File: config.mk
export PLATFORM = sky130hd
export DESIGN_NAME = fp_exception_unit
export DESIGN_NICKNAME = d
export VERILOG_FILES = /design/src/hw/fpx_pkg.sv /design/src/hw/fp_exc_classify.sv /design/src/hw/fp_exception_unit.sv
export VERILOG_INCLUDE_DIRS = /design/src /design/src/hw
export SDC_FILE = /design/constraint.sdc
export NUM_CORES = 1
export LEC_CHECK = 0
export BUFFER_PORTS_ARGS = -buffer_cell sky130_fd_sc_hd__buf_2
export CAP_MARGIN = 20
export CORE_ASPECT_RATIO = 2
export CORE_MARGIN = 3
export CORE_UTILIZATION = 43
export CTS_CLUSTER_SIZE = 14
export DETAILED_ROUTE_END_ITERATION = 12
export GPL_TIMING_DRIVEN = 0
export PLACE_DENSITY = 0.77
export SLEW_MARGIN = 5
export SYNTH_ARGS = -nofsm -noshare
export SYNTH_HDL_FRONTEND = slang
export SYNTH_HIERARCHICAL = 1
export SYNTH_SLANG_ARGS = --single-unit
File: constraint.sdc
create_clock -name i_clk_sys -period 1.9 [get_ports i_clk_sys]
set_input_delay 0.38 -clock i_clk_sys [delete_from_list [all_inputs] [get_ports i_clk_sys]]
set_output_delay 0.38 -clock i_clk_sys [all_outputs]
set_load 0.02 [all_outputs]
File: src/hw/fpx_consts.svh
// Constants for the floating-point exception unit: vectors, bit positions, resets.
`ifndef FPX_CONSTS_SVH
`define FPX_CONSTS_SVH

// ----------------------------------------------------------------
// Interrupt vectors
// ----------------------------------------------------------------
`define FPX_VEC_UD      8'h06
`define FPX_VEC_NM      8'h07
`define FPX_VEC_MF      8'h10
`define FPX_VEC_AC      8'h11

// ----------------------------------------------------------------
// Flag bit positions in the status word
// ----------------------------------------------------------------
`define FPX_IE          0
`define FPX_DE          1
`define FPX_ZE          2
`define FPX_OE          3
`define FPX_UE          4
`define FPX_PE          5
`define FPX_SF          6
`define FPX_ES          7
`define FPX_C1          9

// ----------------------------------------------------------------
// Control word fields, reset values and the user privilege level
// ----------------------------------------------------------------
`define FPX_PC_LSB      8
`define FPX_RC_LSB      10
`define FPX_RC_CHOP     2'h3
`define FPX_PREC_EXT    2'h3
`define FPX_CW_RESET    16'h037f
`define FPX_CPL_USER    2'h3

`endif

File: src/hw/fpx_pkg.sv
// Types shared by the floating-point exception unit and its classifier.
package fpx_pkg;

    typedef enum logic [3:0] {
        OPK_LOAD, OPK_ARITH, OPK_TRANS, OPK_EXTRACT, OPK_SQRT, OPK_DIV,
        OPK_PREM, OPK_CONVERT, OPK_ENV_LOAD, OPK_SAVE, OPK_RESTORE, OPK_OTHER
    } op_kind_t;

    typedef enum logic [1:0] {RES_NORMAL, RES_INF, RES_MAXFIN} ovf_sel_t;

    typedef enum logic [1:0] {FSM_IDLE = 2'b01, FSM_PEND = 2'b10} fsm_t;

    typedef struct packed {
        logic        valid;
        logic        defined;
        op_kind_t    kind;
        logic        mem;
        logic        misaligned;
        logic        stack_part;
        logic        env_first_ok;
        logic        env_last_ok;
        logic [15:0] env_cw;
    } issue_t;

    typedef struct packed {
        logic        valid;
        op_kind_t    kind;
        logic        fixed_prec;
        logic [1:0]  op_prec;
        logic        ignores_pc;
        logic        stack_dest;
        logic        sign;
        logic        denorm_in;
        logic        invalid;
        logic        zdiv;
        logic        ovf;
        logic        tiny;
        logic        lost;
        logic        inexact;
        logic        stk_ovf;
        logic        stk_unf;
        logic [15:0] cs;
        logic [31:0] prefix_ip;
    } result_t;

    typedef struct packed {
        logic        valid;
        logic        normalize;
        logic        exp_adjust;
        ovf_sel_t    sel;
        logic        sign;
        logic [1:0]  prec;
    } resp_t;

    typedef struct packed {
        logic [6:0]  flags;
        logic        c1_set;
        logic        c1_val;
        resp_t       resp;
    } class_t;

    typedef struct packed {
        logic        valid;
        logic [7:0]  vector;
    } trap_t;

    typedef struct packed {
        fsm_t        fsm;
        logic [15:0] cw;
        logic [6:0]  flags;
        logic        c1;
        logic        err;
        trap_t       trap;
        logic        go;
        logic        env_commit;
        resp_t       resp;
        logic [15:0] saved_cs;
        logic [31:0] saved_ip;
    } state_t;

endpackage

File: src/hw/fp_exc_classify.sv
// Classifies one completed operation into exception flags and a result response.
`timescale 1ns/1ns
`include "fpx_consts.svh"
module fp_exc_classify
    import fpx_pkg::*;
(
    input  wire result_t     i_res,
    input  wire logic [15:0] i_cw,
    output class_t           o_cls
);
    logic [5:0] msk;
    logic       arith;
    logic       nrm_op;
    logic       stk;
    logic       ie;
    logic       de;
    logic       ze;
    logic       oe;
    logic       ue;
    logic [1:0] pc;

    always_comb begin
        msk    = i_cw[5:0];
        pc     = i_cw[`FPX_PC_LSB +: 2];
        arith  = !(i_res.kind inside {OPK_LOAD, OPK_ENV_LOAD, OPK_SAVE, OPK_RESTORE, OPK_OTHER});
        nrm_op = i_res.kind inside {OPK_SQRT, OPK_DIV, OPK_PREM, OPK_CONVERT};
        stk    = i_res.stk_ovf | i_res.stk_unf;
        // A denormal input never feeds the invalid flag; only real invalid causes do.
        ie     = i_res.invalid | stk;
        de     = i_res.denorm_in & arith & !ie;
        // Denormal is recorded beside later flags whatever its mask, so order is fixed.
        ze     = i_res.zdiv & !ie;
        oe     = i_res.ovf & !ie & !ze;
        ue     = !ie & !ze & !oe & i_res.tiny & (msk[`FPX_UE] ? i_res.lost : 1'b1);
        o_cls = '0;
        o_cls.flags[`FPX_IE] = ie;
        o_cls.flags[`FPX_SF] = stk;
        o_cls.flags[`FPX_DE] = de;
        o_cls.flags[`FPX_ZE] = ze;
        o_cls.flags[`FPX_OE] = oe;
        o_cls.flags[`FPX_UE] = ue;
        o_cls.flags[`FPX_PE] = !ie & !ze & (i_res.inexact | (oe & !msk[`FPX_OE]));
        o_cls.c1_set    = stk;
        o_cls.c1_val    = i_res.stk_ovf;
        o_cls.resp.valid = i_res.valid;
        o_cls.resp.sign  = i_res.sign;
        o_cls.resp.prec  = `FPX_PREC_EXT;
        o_cls.resp.normalize = de & (msk[`FPX_DE] | nrm_op);
        if (oe && msk[`FPX_OE]) begin
            o_cls.resp.sel = (i_cw[`FPX_RC_LSB +: 2] == `FPX_RC_CHOP) ? RES_MAXFIN : RES_INF;
        end else if (oe && i_res.stack_dest) begin
            o_cls.resp.prec = i_res.fixed_prec ? i_res.op_prec : pc;
        end else if (ue && !msk[`FPX_UE] && i_res.stack_dest) begin
            o_cls.resp.exp_adjust = 1'b1;
            o_cls.resp.prec       = i_res.ignores_pc ? `FPX_PREC_EXT : pc;
        end
    end
endmodule

File: src/hw/fp_exception_unit.sv
// Floating-point exception unit: issue checks, sticky flags, error pin and traps.
// What this block does
// - Masked denormal operands are normalized by the unit where possible.
// - Transcendental and exponent-extract ops raise the denormal flag too.
// - Masked overflow under chop rounding returns largest finite value of the sign.
// - Unmasked overflow also sets the precision flag.
// - Unmasked overflow to stack rounds to precision field or opcode precision.
// - Masked underflow is flagged only when tiny and accuracy lost.
// - Unmasked underflow to stack adjusts exponent, rounds to field or extended.
// - Denormal flag precedence does not depend on its mask.
// - Saved segment and pointer mark the first prefix byte of the instruction.
// - Errors reach the core directly, not via an interrupt controller.
// - Undefined opcode traps on vector 6.
// - Any opcode traps on vector 7 when task-switched or coprocessor-absent set.
// - Undefined opcode does not check pending floating-point errors.
// - Unmasked exception raises the error pin when its instruction completes.
// - Pending unmasked exception holds off the next floating-point instruction.
// - Denormals to root, divide, remainder, conversions normalize without invalid.
// - Misaligned operand at privilege 3 with checking on faults, save stack exempt.
// - Environment load commits only after first and last bytes are read.
// - Stack fault sets invalid and stack flags, C1 tells overflow or underflow.
// - Floating-point error trap uses vector 16.
`timescale 1ns/1ns
`include "fpx_consts.svh"
module fp_exception_unit
    import fpx_pkg::*;
(
    input  wire  logic        i_clk_sys,
    input  wire  logic        i_rst_n,
    input  wire  issue_t      i_issue,
    input  wire  logic        i_task_switched_flag,
    input  wire  logic        i_coprocessor_absent_flag,
    input  wire  logic        i_align_check_en,
    input  wire  logic [1:0]  i_cpl,
    input  wire  result_t     i_result,
    input  wire  logic        i_cw_wr,
    input  wire  logic [15:0] i_cw,
    input  wire  logic        i_clear_flags,
    output trap_t             o_trap,
    output logic              o_issue_go,
    output logic              o_env_commit,
    output resp_t             o_resp,
    output logic [15:0]       o_status_word,
    output logic [15:0]       o_control_word,
    output logic              o_fp_error_out,
    output logic              o_hold_off,
    output logic [15:0]       o_saved_cs,
    output logic [31:0]       o_saved_ip
);

    // ----------------------------------------------------------------
    // Classification of completing operations
    // ----------------------------------------------------------------
    state_t st_reg;
    state_t st_next;
    class_t cls;
    logic   unmasked;
    logic   dna;

    fp_exc_classify u_classify (
        .i_res (i_result),
        .i_cw  (st_reg.cw),
        .o_cls (cls)
    );

    function automatic logic any_unmasked(input logic [6:0] flags, input logic [15:0] cw);
        any_unmasked = |(flags[5:0] & ~cw[5:0]);
    endfunction

    // ----------------------------------------------------------------
    // Next-state logic
    // ----------------------------------------------------------------
    always_comb begin
        st_next            = st_reg;
        st_next.trap       = '0;
        st_next.go         = 1'b0;
        st_next.env_commit = 1'b0;
        st_next.resp.valid = 1'b0;
        dna                = i_task_switched_flag | i_coprocessor_absent_flag;
        unmasked           = 1'b0;

        // Software clear comes first so that a flag set in the same cycle survives.
        if (i_clear_flags) begin
            st_next.flags = '0;
        end
        if (i_cw_wr) begin
            st_next.cw = i_cw;
        end

        if (i_result.valid) begin
            st_next.flags = st_next.flags | cls.flags;
            st_next.resp  = cls.resp;
            if (cls.c1_set) begin
                st_next.c1 = cls.c1_val;
            end
            if (any_unmasked(cls.flags, st_next.cw)) begin
                st_next.saved_cs = i_result.cs;
                st_next.saved_ip = i_result.prefix_ip;
            end
        end

        if (i_issue.valid) begin
            st_next.trap.valid = 1'b1;
            if (dna) begin
                st_next.trap.vector = `FPX_VEC_NM;
            end else if (!i_issue.defined) begin
                // No look at pending errors here: the opcode never reaches the datapath.
                st_next.trap.vector = `FPX_VEC_UD;
            end else if (st_reg.fsm == FSM_PEND) begin
                // Direct delivery to the core; the pin is only a legacy side path.
                st_next.trap.vector = `FPX_VEC_MF;
            end else if (i_align_check_en && i_cpl == `FPX_CPL_USER && i_issue.mem
                         && i_issue.misaligned && !i_issue.stack_part) begin
                st_next.trap.vector = `FPX_VEC_AC;
            end else begin
                st_next.trap.valid = 1'b0;
                if (i_issue.kind == OPK_ENV_LOAD) begin
                    // Both ends of the image must be readable before any state moves.
                    if (i_issue.env_first_ok && i_issue.env_last_ok) begin
                        st_next.cw         = i_issue.env_cw;
                        st_next.env_commit = 1'b1;
                        st_next.go         = 1'b1;
                    end
                end else begin
                    st_next.go = 1'b1;
                end
            end
        end

        unmasked    = any_unmasked(st_next.flags, st_next.cw);
        st_next.err = unmasked;
        case (st_reg.fsm)
            FSM_IDLE: begin
                if (unmasked) begin
                    st_next.fsm = FSM_PEND;
                end
            end
            FSM_PEND: begin
                if (!unmasked) begin
                    st_next.fsm = FSM_IDLE;
                end
            end
            default: begin
                st_next.fsm = FSM_IDLE;
            end
        endcase
    end

    // ----------------------------------------------------------------
    // State register
    // ----------------------------------------------------------------
    always_ff @(posedge i_clk_sys) begin
        if (!i_rst_n) begin
            st_reg     <= '0;
            st_reg.fsm <= FSM_IDLE;
            st_reg.cw  <= `FPX_CW_RESET;
        end else begin
            st_reg <= st_next;
        end
    end

    // ----------------------------------------------------------------
    // Outputs, all taken from the state register
    // ----------------------------------------------------------------
    always_comb begin
        o_status_word              = 16'h0000;
        o_status_word[6:0]         = st_reg.flags;
        o_status_word[`FPX_ES]     = st_reg.err;
        o_status_word[`FPX_C1]     = st_reg.c1;
    end

    assign o_trap         = st_reg.trap;
    assign o_issue_go     = st_reg.go;
    assign o_env_commit   = st_reg.env_commit;
    assign o_resp         = st_reg.resp;
    assign o_control_word = st_reg.cw;
    assign o_fp_error_out = st_reg.err;
    assign o_hold_off     = st_reg.fsm[1];
    assign o_saved_cs     = st_reg.saved_cs;
    assign o_saved_ip     = st_reg.saved_ip;
endmodule

==> reports/qor.yml, run 1 <==
clock_network:
  insertion_delay_ns: 0.33
  htree_levels: 3
  clock-sinks: 89
  clockBufferDepth: 2
  numCtsBuffers: 9
  cts_tree: "built"
  path_clk_slew_ns: 0.06
  clockRootBuffer: "clkbuf_16"
yosys:
  ys_ff_latch: 89
  yosysMostFrequentCell: "buf_4"
  synth_ff_type: "dfxtp_1"
  syn_avg_cell_area_um2: 8.89
  yosysUniqueCellTypes: 57
  yosysSeqAreaShare: 0.362
  synth_edf_count: 0
  synth_area_mm2: 0.00493
  synth_common_cells: "buf_4 (107), dfxtp_1 (89), nand2_1 (58)"
  synth_warnings: 6
  synth_top_area_frac: 0.362
  yosysTopAreaCell: "dfxtp_1"
  syn_inst: 554
  ys_async_sr_fraction: 0
  ys_top_cells_by_area: "dfxtp_1 (36%), buf_4 (16%), nand3_2 (8.1%)"
floorplanning:
  row_count: 54
  chipWidth_um: 81.7
  coreArea_mm2: 0.0111
  die_area_mm2: 0.0129
  start_util: 0.445
  chipHeight_um: 157
  ios: 221
setup_path:
  path_common_cell: "buf_12"
  crit_arrival_ns: 2.13
  r2r-start: "o_control_word[3]$_SDFF_PN1_"
  max_stage_delay_ns: 0.59
  worstPathCellList: "buf_6 > or4_4 > nor2_4 > inv_2 > o22ai_2 > o31a_4 > buf_12 > buf_12 > clkbuf_16 > nand3_2 > o21ai_1"
  timing.reg2reg.setup_slack_ns: 0.07
  cp_max_fo: 6
  critPathCaptureType: "flop"
  r2r-end: "o_saved_ip[25]$_SDFFE_PN0P_"
  rr_worst_depth: 11
  crit_cells: 11
  crit_start: "i_result[55]"
  crit_path_end: "o_saved_cs[6]$_SDFFE_PN0P_"
  critical_path.top_delay_family: "simple AND/OR/NAND/NOR gates"
  startpoint_type: "input port"
  crit_slowest_cell: "or4_4"
  worstPathRequired_ns: 2.16
  critPathKind: "input port to flop"
  path_buf_inv: 5
cells_and_area:
  fin_nets: 910
  antenna_cells: 0
  layout-drive-gt1-share: 0.580
  largest_register_ffs: 32
  n_fill_cell: 998
  areaGrowthSynthToFinish_pct: 37.0
placement:
  gp_congestion: 0.889
  hpwl_mm: 11.1
  port_buffers: 206
grt:
  grt_max_degree: 15
  grt_pass1_vias: 4605
  antenna_found_initial: 1
  grt_pass1_wl_mm: 21.0
  grt-ovfl-total: 0
  grtUsageTotal: 0.212
pwr:
  p_leak_uw: 0.00329
  irDropWorstVdd_v: 0.000493
  p_per_area_mw_per_mm2: 732
  power.total_uw: 4940
drt:
  wire_per_inst_um: 15.0
  postRouteWirelength_mm: 14.0
  drtIter0Drc: 93
  remaining_drc_errors: 0
  dr.pass1.iters: 5
  via_per_inst: 4.90
  num_vias: 4577
  antenna_left: 0
run_status:
  status: "completed"
sta:
  finClkSkew_ns: 0.00626
  slew_headroom: 0.527
  slew_violations: 0
  rsz0062_at_grt: "true"
  final_hold_viol_count: 0
  setup_tns_ns: 0
  tightest_slew_ns: 0.710
  setup_viol: 0
  period_share: 0.984
  fmax_mhz: 535
  period_minus_slack_ns: 1.87
  whs_ns: 0.258
flow_run:
  cap_violations: 0
min_path:
  holdCritStartpoint: "i_result[36]"
  hold_class: "input port to flop"
[worst register-to-register path, stage by stage, from the launching register on]
cell and delay (ns):
dfxtp_4 0.36, inv_1 0.06, a21oi_2 0.17, nor2_4 0.06, inv_2 0.05, o22ai_2 0.06
o31a_4 0.38, buf_12 0.15, buf_4 0.13, buf_4 0.14, nand3_1 0.09, o21ai_1 0.06
[worst min path at each step]
stage	end	slack, ns	cells after the start
after floorplan	o_saved_cs[12]$_SDFFE_PN0P_	0.43	2
after global placement	o_saved_ip[16]$_SDFFE_PN0P_	0.44	2
after detailed placement	o_saved_ip[16]$_SDFFE_PN0P_	0.44	2
after CTS	o_saved_cs[1]$_SDFFE_PN0P_	0.25	3
after global routing	o_saved_cs[4]$_SDFFE_PN0P_	0.25	3
final	o_saved_cs[4]$_SDFFE_PN0P_	0.26	3
[per-stage QoR]
stage / util / area (um^2) / setup slack [ns] / std cells
floorplan: - / 5010 / -0.101 / 564
global placement: 0.561 / 6220 / -0.452 / 910
detailed placement: 0.561 / 6220 / -0.477 / 910
CTS: 0.599 / 6640 / -0.00857 / 931
global route: 0.609 / 6750 / -0.0326 / 935
finish: 0.609 / 6750 / 0.0307 / 935
[what timing repair did]
item | in CTS | in global routing
gates cloned | 1 | 1
hold buffers | 0 | 0
setup buffers | 7 | 4
gates resized for setup | 17 | 15
pin swaps | 2 | 7
endpoints found under the setup margin | 48 | 23
[layer usage]
| metal | share of wire | vias up | global-route usage |
|---|---|---|---|
| met5 | 0.00064 | - | 0 |
| met1 | 0.32 | 2114 | 0.189 |
| met4 | 0.043 | 2 | 0.124 |
| li1 | - | 2232 | - |
| met2 | 0.57 | 185 | 0.411 |
| met3 | 0.065 | 44 | 0.0470 |
[where the power goes]
| part | internal, uW | switching (uW) |
|---|---|---|
| registers | 1960 | 55.2 |
| logic | 483 | 527 |
| clock network | 1190 | 719 |
| total | 3640 | 1300 |
[cell families (layout without fill, tap and decap cells)]
group,count (synthesis),count (layout),synth area share
flops,89,89,0.362
compound gates,107,107,0.159
other cells,1,11,0.000761
mux,21,21,0.0472
xor+xnor,1,1,0.00178
buf+inv,153,384,0.212
simple gates,182,182,0.217
[cells in the final DEF, fill, tap and decap left out, types with 2 or more instances in the layout]
cell and count:
mux2_2 2, o22ai_1 2, nand3_2 39, o21ai_0 15, a211oi_1 12, nor4_1 2
clkbuf_1 14, bufinv_16 2, o21ai_2 29, nor2b_1 5, nand2b_1 5, mux2_4 4
o22ai_2 3, o21ai_1 14, clkbuf_16 10, nand3_1 11, or2_2 2, nor2_1 40
inv_2 5, nand2_1 58, buf_2 213, buf_6 4, buf_4 117, buf_12 5
o2bb2ai_1 2, a21oi_1 12, dfxtp_1 87, inv_1 9, mux2i_1 15, nor2_4 2
a22oi_1 4, conb_1 11
[area by class of cell]
type	instances	area, um^2	share of cell area
multi-input cells	322	2200	0.327
flip-flops and latches	89	1790	0.265
repair buffers	219	1190	0.176
plain buffers	135	1020	0.151
clock buffers	12	246	0.0365
well taps	140	175	0.0260
clock inverters	4	76.3	0.0113
inverters	14	52.6	0.00779
Note: power is estimated with default switching activity, not from simulation.
==> inputs of run 2 (changes only) <==
--- a/config.mk
+++ b/config.mk
@@ -8,15 +8,18 @@
 export LEC_CHECK = 0
 export BUFFER_PORTS_ARGS = -buffer_cell sky130_fd_sc_hd__buf_2
 export CAP_MARGIN = 20
+export CELL_PAD_IN_SITES_DETAIL_PLACEMENT = 0
+export CELL_PAD_IN_SITES_GLOBAL_PLACEMENT = 1
 export CORE_ASPECT_RATIO = 2
 export CORE_MARGIN = 3
-export CORE_UTILIZATION = 43
+export CORE_UTILIZATION = 31
 export CTS_CLUSTER_SIZE = 14
 export DETAILED_ROUTE_END_ITERATION = 12
 export GPL_TIMING_DRIVEN = 0
-export PLACE_DENSITY = 0.77
+export PLACE_DENSITY_LB_ADDON = 0.1
 export SLEW_MARGIN = 5
 export SYNTH_ARGS = -nofsm -noshare
 export SYNTH_HDL_FRONTEND = slang
 export SYNTH_HIERARCHICAL = 1
 export SYNTH_SLANG_ARGS = --single-unit
+export TNS_END_PERCENT = 100
==> run 2 against run 1 <==
Against the previous run: via count is 2.5% lower; sequential share of layout area is 0.54 points lower; design area is 2.1% higher; clock power is 2% lower; hold slack worse by 0.0071 ns; sequential cell count stayed put; clock skew hardly changed; sequential power hardly changed; die area is 36% higher; power is 0.38% lower; critical endpoint is now o_saved_ip[1]$_SDFFE_PN0P_.
==> reports/qor.yml, run 2 (same netlist as run 1, synthesis figures left out) <==
floorplanning:
  die_area_mm2: 0.0175
  start_util: 0.319
  row_count: 64
  ios: 221
  chipHeight_um: 184
  coreArea_mm2: 0.0155
  chipWidth_um: 95.1
placement:
  gp_congestion: 0.808
  dp_slack_ns: -0.639
  port_buffers: 206
  hpwl_mm: 12.3
setup_path:
  crit_arrival_ns: 2.14
  rr_worst_depth: 11
  timing.reg2reg.setup_slack_ns: 0.05
  startpoint_type: "input port"
  worstPathRequired_ns: 2.18
  cp_max_fo: 7
  r2r-start: "o_control_word[3]$_SDFF_PN1_"
  critPathCaptureType: "flop"
  r2r-end: "o_saved_ip[7]$_SDFFE_PN0P_"
  critPathKind: "input port to flop"
min_path:
  min_to: "o_saved_cs[10]$_SDFFE_PN0P_"
  holdCritStartpoint: "i_result[42]"
  worstHoldPathCells: 3
  hold_class: "input port to flop"
cells_and_area:
  largest_register_ffs: 32
  final_common_cell: "buf_2"
  ff_latch_area_mm2: 0.00179
  n_fill_cell: 1595
  fin_nets: 912
  mostFrequentLayoutCells: "buf_2 (210), buf_4 (118), dfxtp_1 (87)"
  multi_input_area_mm2: 0.00223
  finish.utilization: 0.446
  layout-drive-gt1-share: 0.583
  areaGrowthSynthToFinish_pct: 39.9
sta:
  period_share: 0.982
  slew_headroom: 0.527
  finClkSkew_ns: 0.00610
  period_minus_slack_ns: 1.87
  rsz0062_at_grt: "false"
  whs_ns: 0.251
  setup_slack_ns: 0.0334
  setup_viol: 0
  final_hold_viol_count: 0
  slew_violations: 0
  fmax_mhz: 536
  tightest_slew_ns: 0.710
grt:
  grtUsageTotal: 0.171
  grt_pass1_wl_mm: 23.0
  antenna_found_initial: 1
  grt-ovfl-total: 0
  grt_pass1_vias: 4533
  grt_max_degree: 17
clock_network:
  path_clk_slew_ns: 0.07
  cts_tree: "built"
  clockRootBuffer: "clkbuf_16"
  clockBufferDepth: 2
  clock-sinks: 89
  numCtsBuffers: 9
  insertion_delay_ns: 0.34
  cts_hold_buf: 0
  htree_levels: 3
drt:
  antenna_left: 0
  remaining_drc_errors: 0
  drtIter0Drc: 74
  num_vias: 4463
  postRouteWirelength_mm: 15.2
  via_per_inst: 4.48
  wire_per_inst_um: 15.3
  dr.pass1.iters: 4
pwr:
  p_switching_uw: 1390
  seq_power_share: 0.409
  swShare: 0.282
  internal-power_uw: 3530
  combPwrFrac: 0.210
  irDropWorstVdd_v: 0.000379
  pwr-share-clk: 0.381
  p_leak_uw: 0.00332
  p_per_area_mw_per_mm2: 714
flow_run:
  cap_violations: 0
run_status:
  status: "completed"
[run 2: layout make-up]
cell class	count	area share
sequential	89	0.259
multi-input combinational	322	0.324
timing repair buffer	221	0.180
clock buffer	10	0.0347
buffer	135	0.148
clock inverter	6	0.0107
tap	198	0.0360
inverter	14	0.00763
antenna	1	0.000363
[run 2: what timing repair did]
| action | 4_1_cts | 5_1_grt |
|---|---|---|
| pin swaps | 5 | 13 |
| endpoints found under the setup margin | 51 | 26 |
| gates cloned | 1 | 1 |
| resized for setup | 21 | 25 |
| buffers inserted | 10 | 3 |
[run 2: metrics by stage]
step	cell area [um^2]	total power [uW]	TNS, ns	instances
final	6890	4920	0	996
after detailed placement	6290	3020	-31.20	968
after global placement	6290	3000	-32.56	968
after floorplan	5010	2670	-4.00	564
after CTS	6760	4970	0	992
after global routing	6890	5160	0	996
[run 2: layer usage]
metal  wire (um)  GRT usage  vias to the layer above
met5           0          0                        -
met4         323     0.0584                        0
met3         949     0.0388                       17
met2        8980      0.347                      151
met1        4940      0.159                     2051
li1            -          -                     2244
[run 2: worst max-delay path, cell delays in order]
cell and delay, ns:
buf_8 0.10, or4_4 0.58, nor2_4 0.16, inv_2 0.05
o22ai_2 0.13, o31a_4 0.20, buf_12 0.15, buf_8 0.12
clkbuf_16 0.14, nand3_2 0.06, o21ai_2 0.06
[run 2: worst max path at each step]
| stage | end | slack (ns) | depth (start not counted) | startpoint |
|---|---|---|---|---|
| after floorplan | o_saved_cs[12]$_SDFFE_PN0P_ | -0.10 | 11 | i_result[55] |
| after global placement | o_saved_cs[12]$_SDFFE_PN0P_ | -0.67 | 9 | i_result[55] |
| after detailed placement | o_saved_ip[10]$_SDFFE_PN0P_ | -0.64 | 11 | i_result[55] |
| after CTS | o_saved_ip[5]$_SDFFE_PN0P_ | 0.0009 | 11 | o_control_word[4]$_SDFF_PN1_ |
| after global routing | o_saved_ip[1]$_SDFFE_PN0P_ | 0.0001 | 11 | i_result[55] |
| final | o_saved_ip[1]$_SDFFE_PN0P_ | 0.03 | 11 | i_result[55] |
[run 2: power by group through the flow]
stage / Combinational [uW] / Sequential [uW] / Clock, uW
2_1_floorplan: 626 / 2040 / 0
3_3_place_gp: 946 / 2060 / 0
3_5_place_dp: 956 / 2060 / 0
4_1_cts: 1010 / 2020 / 1940
5_1_grt: 1120 / 2020 / 2010
6_report: 1030 / 2010 / 1870
==> inputs of run 3 (changes only) <==
==> constraint.sdc (replaced) <==
create_clock -name i_clk_sys -period 1.9 [get_ports i_clk_sys]
set_input_delay 0.095 -clock i_clk_sys [delete_from_list [all_inputs] [get_ports i_clk_sys]]
set_output_delay 0.095 -clock i_clk_sys [all_outputs]
set_load 0.02 [all_outputs]
==> run 3 against run 2 <==
Against the previous run: non-clock buffer count is 37 higher; largest cell class unchanged; clock power is 3% lower; via count is 2.2% higher; final cell count is 3.6% higher; wire length is 0.45% lower; register-to-register slack better by 0.05 ns; sequential cell count stayed put; sequential power hardly changed; hold slack worse by 0.24 ns; fmax is 3.7% higher; first-iteration DRC count is 4.1% lower.
==> reports/qor.yml, run 3 (same netlist as run 1, synthesis figures left out) <==
drt:
  via_per_inst: 4.42
  postRouteWirelength_mm: 15.1
  antenna_left: 0
  remaining_drc_errors: 0
  wire_per_inst_um: 14.7
  dr.pass1.iters: 4
  num_vias: 4563
  drtIter0Drc: 71
placement:
  gp_congestion: 0.752
  place_inst: 968
  port_buffers: 206
  hpwl_mm: 12.2
clock_network:
  numCtsBuffers: 9
  cts_tree: "built"
  clock-sinks: 89
  clockRootBuffer: "clkbuf_16"
  insertion_delay_ns: 0.34
  path_clk_slew_ns: 0.07
  clockBufferDepth: 2
  htree_levels: 3
sta:
  fmax_mhz: 555
  tightest_slew_ns: 0.665
  period_minus_slack_ns: 1.80
  setup_tns_ns: 0
  period_share: 0.947
  slew_headroom: 0.556
  final_hold_viol_count: 0
  rsz0062_at_grt: "false"
  finClkSkew_ns: 0.0104
  slew_violations: 0
  setup_viol: 0
floorplanning:
  start_util: 0.319
  ios: 221
  chipWidth_um: 95.1
  row_count: 64
  die_area_mm2: 0.0175
  coreArea_mm2: 0.0155
  chipHeight_um: 184
cells_and_area:
  n_fill_cell: 1586
  fin_nets: 949
  largest_register_ffs: 32
  areaGrowthSynthToFinish_pct: 42.9
  multi_input_area_mm2: 0.00214
  final_common_cell: "buf_2"
  mostFrequentLayoutCells: "buf_2 (219), buf_4 (107), dfxtp_1 (87)"
  finalNonFillerCells: 1032
  layout-drive-gt1-share: 0.528
  ff_latch_area_mm2: 0.00178
  finish.utilization: 0.455
  antenna_cells: 0
min_path:
  hold_class: "input port to flop"
  worstHoldPathCells: 3
  min_to: "o_resp[2]$_SDFFE_PN0P_"
  holdCritStartpoint: "i_result[57]"
setup_path:
  r2r-start: "o_control_word[4]$_SDFF_PN1_"
  rr_worst_depth: 10
  worstPathCellList: "inv_1 > o2111a_1 > buf_4 > inv_1 > o22ai_1 > o31a_4 > buf_8 > buf_6 > nand3_2 > o21ai_2"
  timing.reg2reg.setup_slack_ns: 0.1
  r2r-end: "o_saved_ip[7]$_SDFFE_PN0P_"
  path_common_cell: "inv_1"
  crit_arrival_ns: 2.03
  startpoint_type: "flop"
  worstPathRequired_ns: 2.13
  cp_max_fo: 10
  crit_slowest_cell: "dfxtp_2"
  critPathCaptureType: "flop"
  critPathKind: "flop to flop"
  max_stage_delay_ns: 0.36
pwr:
  p_per_area_mw_per_mm2: 688
  irDropWorstVdd_v: 0.000447
  p_leak_uw: 0.00339
grt:
  antenna_found_initial: 0
  grt_max_degree: 16
  grt_pass1_vias: 4747
  grtUsageTotal: 0.171
  grt_pass1_wl_mm: 23.3
  grt-ovfl-total: 0
flow_run:
  cap_violations: 0
run_status:
  status: "completed"
-- run 3: cell types whose count changed in the layout (fill, tap and decap cells not counted), moves of 4 or more --
cell	change
o21ai_0	+4
buf_12	-7
dlygate4sd3_1	+48
buf_2	+9
buf_4	-11
-- run 3: per-stage QoR --
stage | hold slack [ns] | cell area, um^2 | total power (uW) | worst slack, ns
after floorplan | 0.216 | 4960 | 2660 | 0.0899
after global placement | 0.312 | 6240 | 2990 | -0.431
after detailed placement | 0.317 | 6240 | 3000 | -0.439
after CTS | 0.00198 | 7020 | 4910 | 0.0129
after global routing | 0.00981 | 7040 | 5080 | 0.00152
final | 0.0101 | 7040 | 4840 | 0.0998
-- run 3: what timing repair did --
action / 4_1_cts / 5_1_grt
setup buffers: 0 / 0
endpoints found under the setup margin: 40 / 43
gates resized for setup: 2 / 6
pin swaps: 1 / 1
endpoints found under the hold margin: 48 / 0
hold buffers: 48 / 0
-- run 3: worst max path at each step --
stage                                      start                     endpoint  slack, ns  cells past startpoint
global placement                    i_result[55]  o_saved_cs[12]$_SDFFE_PN0P_      -0.43                     11
global route                        i_result[54]   o_saved_cs[6]$_SDFFE_PN0P_      0.002                     10
floorplan                           i_result[55]  o_saved_cs[12]$_SDFFE_PN0P_       0.09                     11
CTS                 o_control_word[3]$_SDFF_PN1_   o_saved_ip[8]$_SDFFE_PN0P_       0.01                     10
finish              o_control_word[4]$_SDFF_PN1_   o_saved_ip[7]$_SDFFE_PN0P_        0.1                     10
detailed placement                  i_result[55]  o_saved_ip[16]$_SDFFE_PN0P_      -0.44                     11
-- run 3: routing by layer --
metal / GRT usage / up-vias / share of wire
li1: - / 2308 / -
met2: 0.347 / 169 / 0.58
met3: 0.0290 / 20 / 0.060
met1: 0.162 / 2066 / 0.34
met4: 0.0630 / 0 / 0.024
met5: 0 / - / 0
-- run 3: cell type report --
type                    instances  area share
inverters                      14     0.00747
clock inverters                 6     0.00924
clock buffers                  10      0.0325
multi-input cells             322       0.305
plain buffers                 139       0.143
well taps                     198      0.0352
repair buffers                254       0.215
flip-flops and latches         89       0.254
-- run 3: report_power, final --
part | switching (uW) | internal, uW | total [uW] | leakage, uW
logic | 521 | 493 | 1010 | 0.00252
clock network | 784 | 1030 | 1810 | 0.000143
registers | 55.2 | 1960 | 2020 | 0.000727
-- run 3: worst max-delay path: cells and delay by family, from the launching register on --
family / cells / cell delay, ns
and+or+nand+nor: 1 / 0.09
DFF: 1 / 0.36
AOI/OAI and AO/OA: 4 / 0.70
buffers and inverters: 5 / 0.54
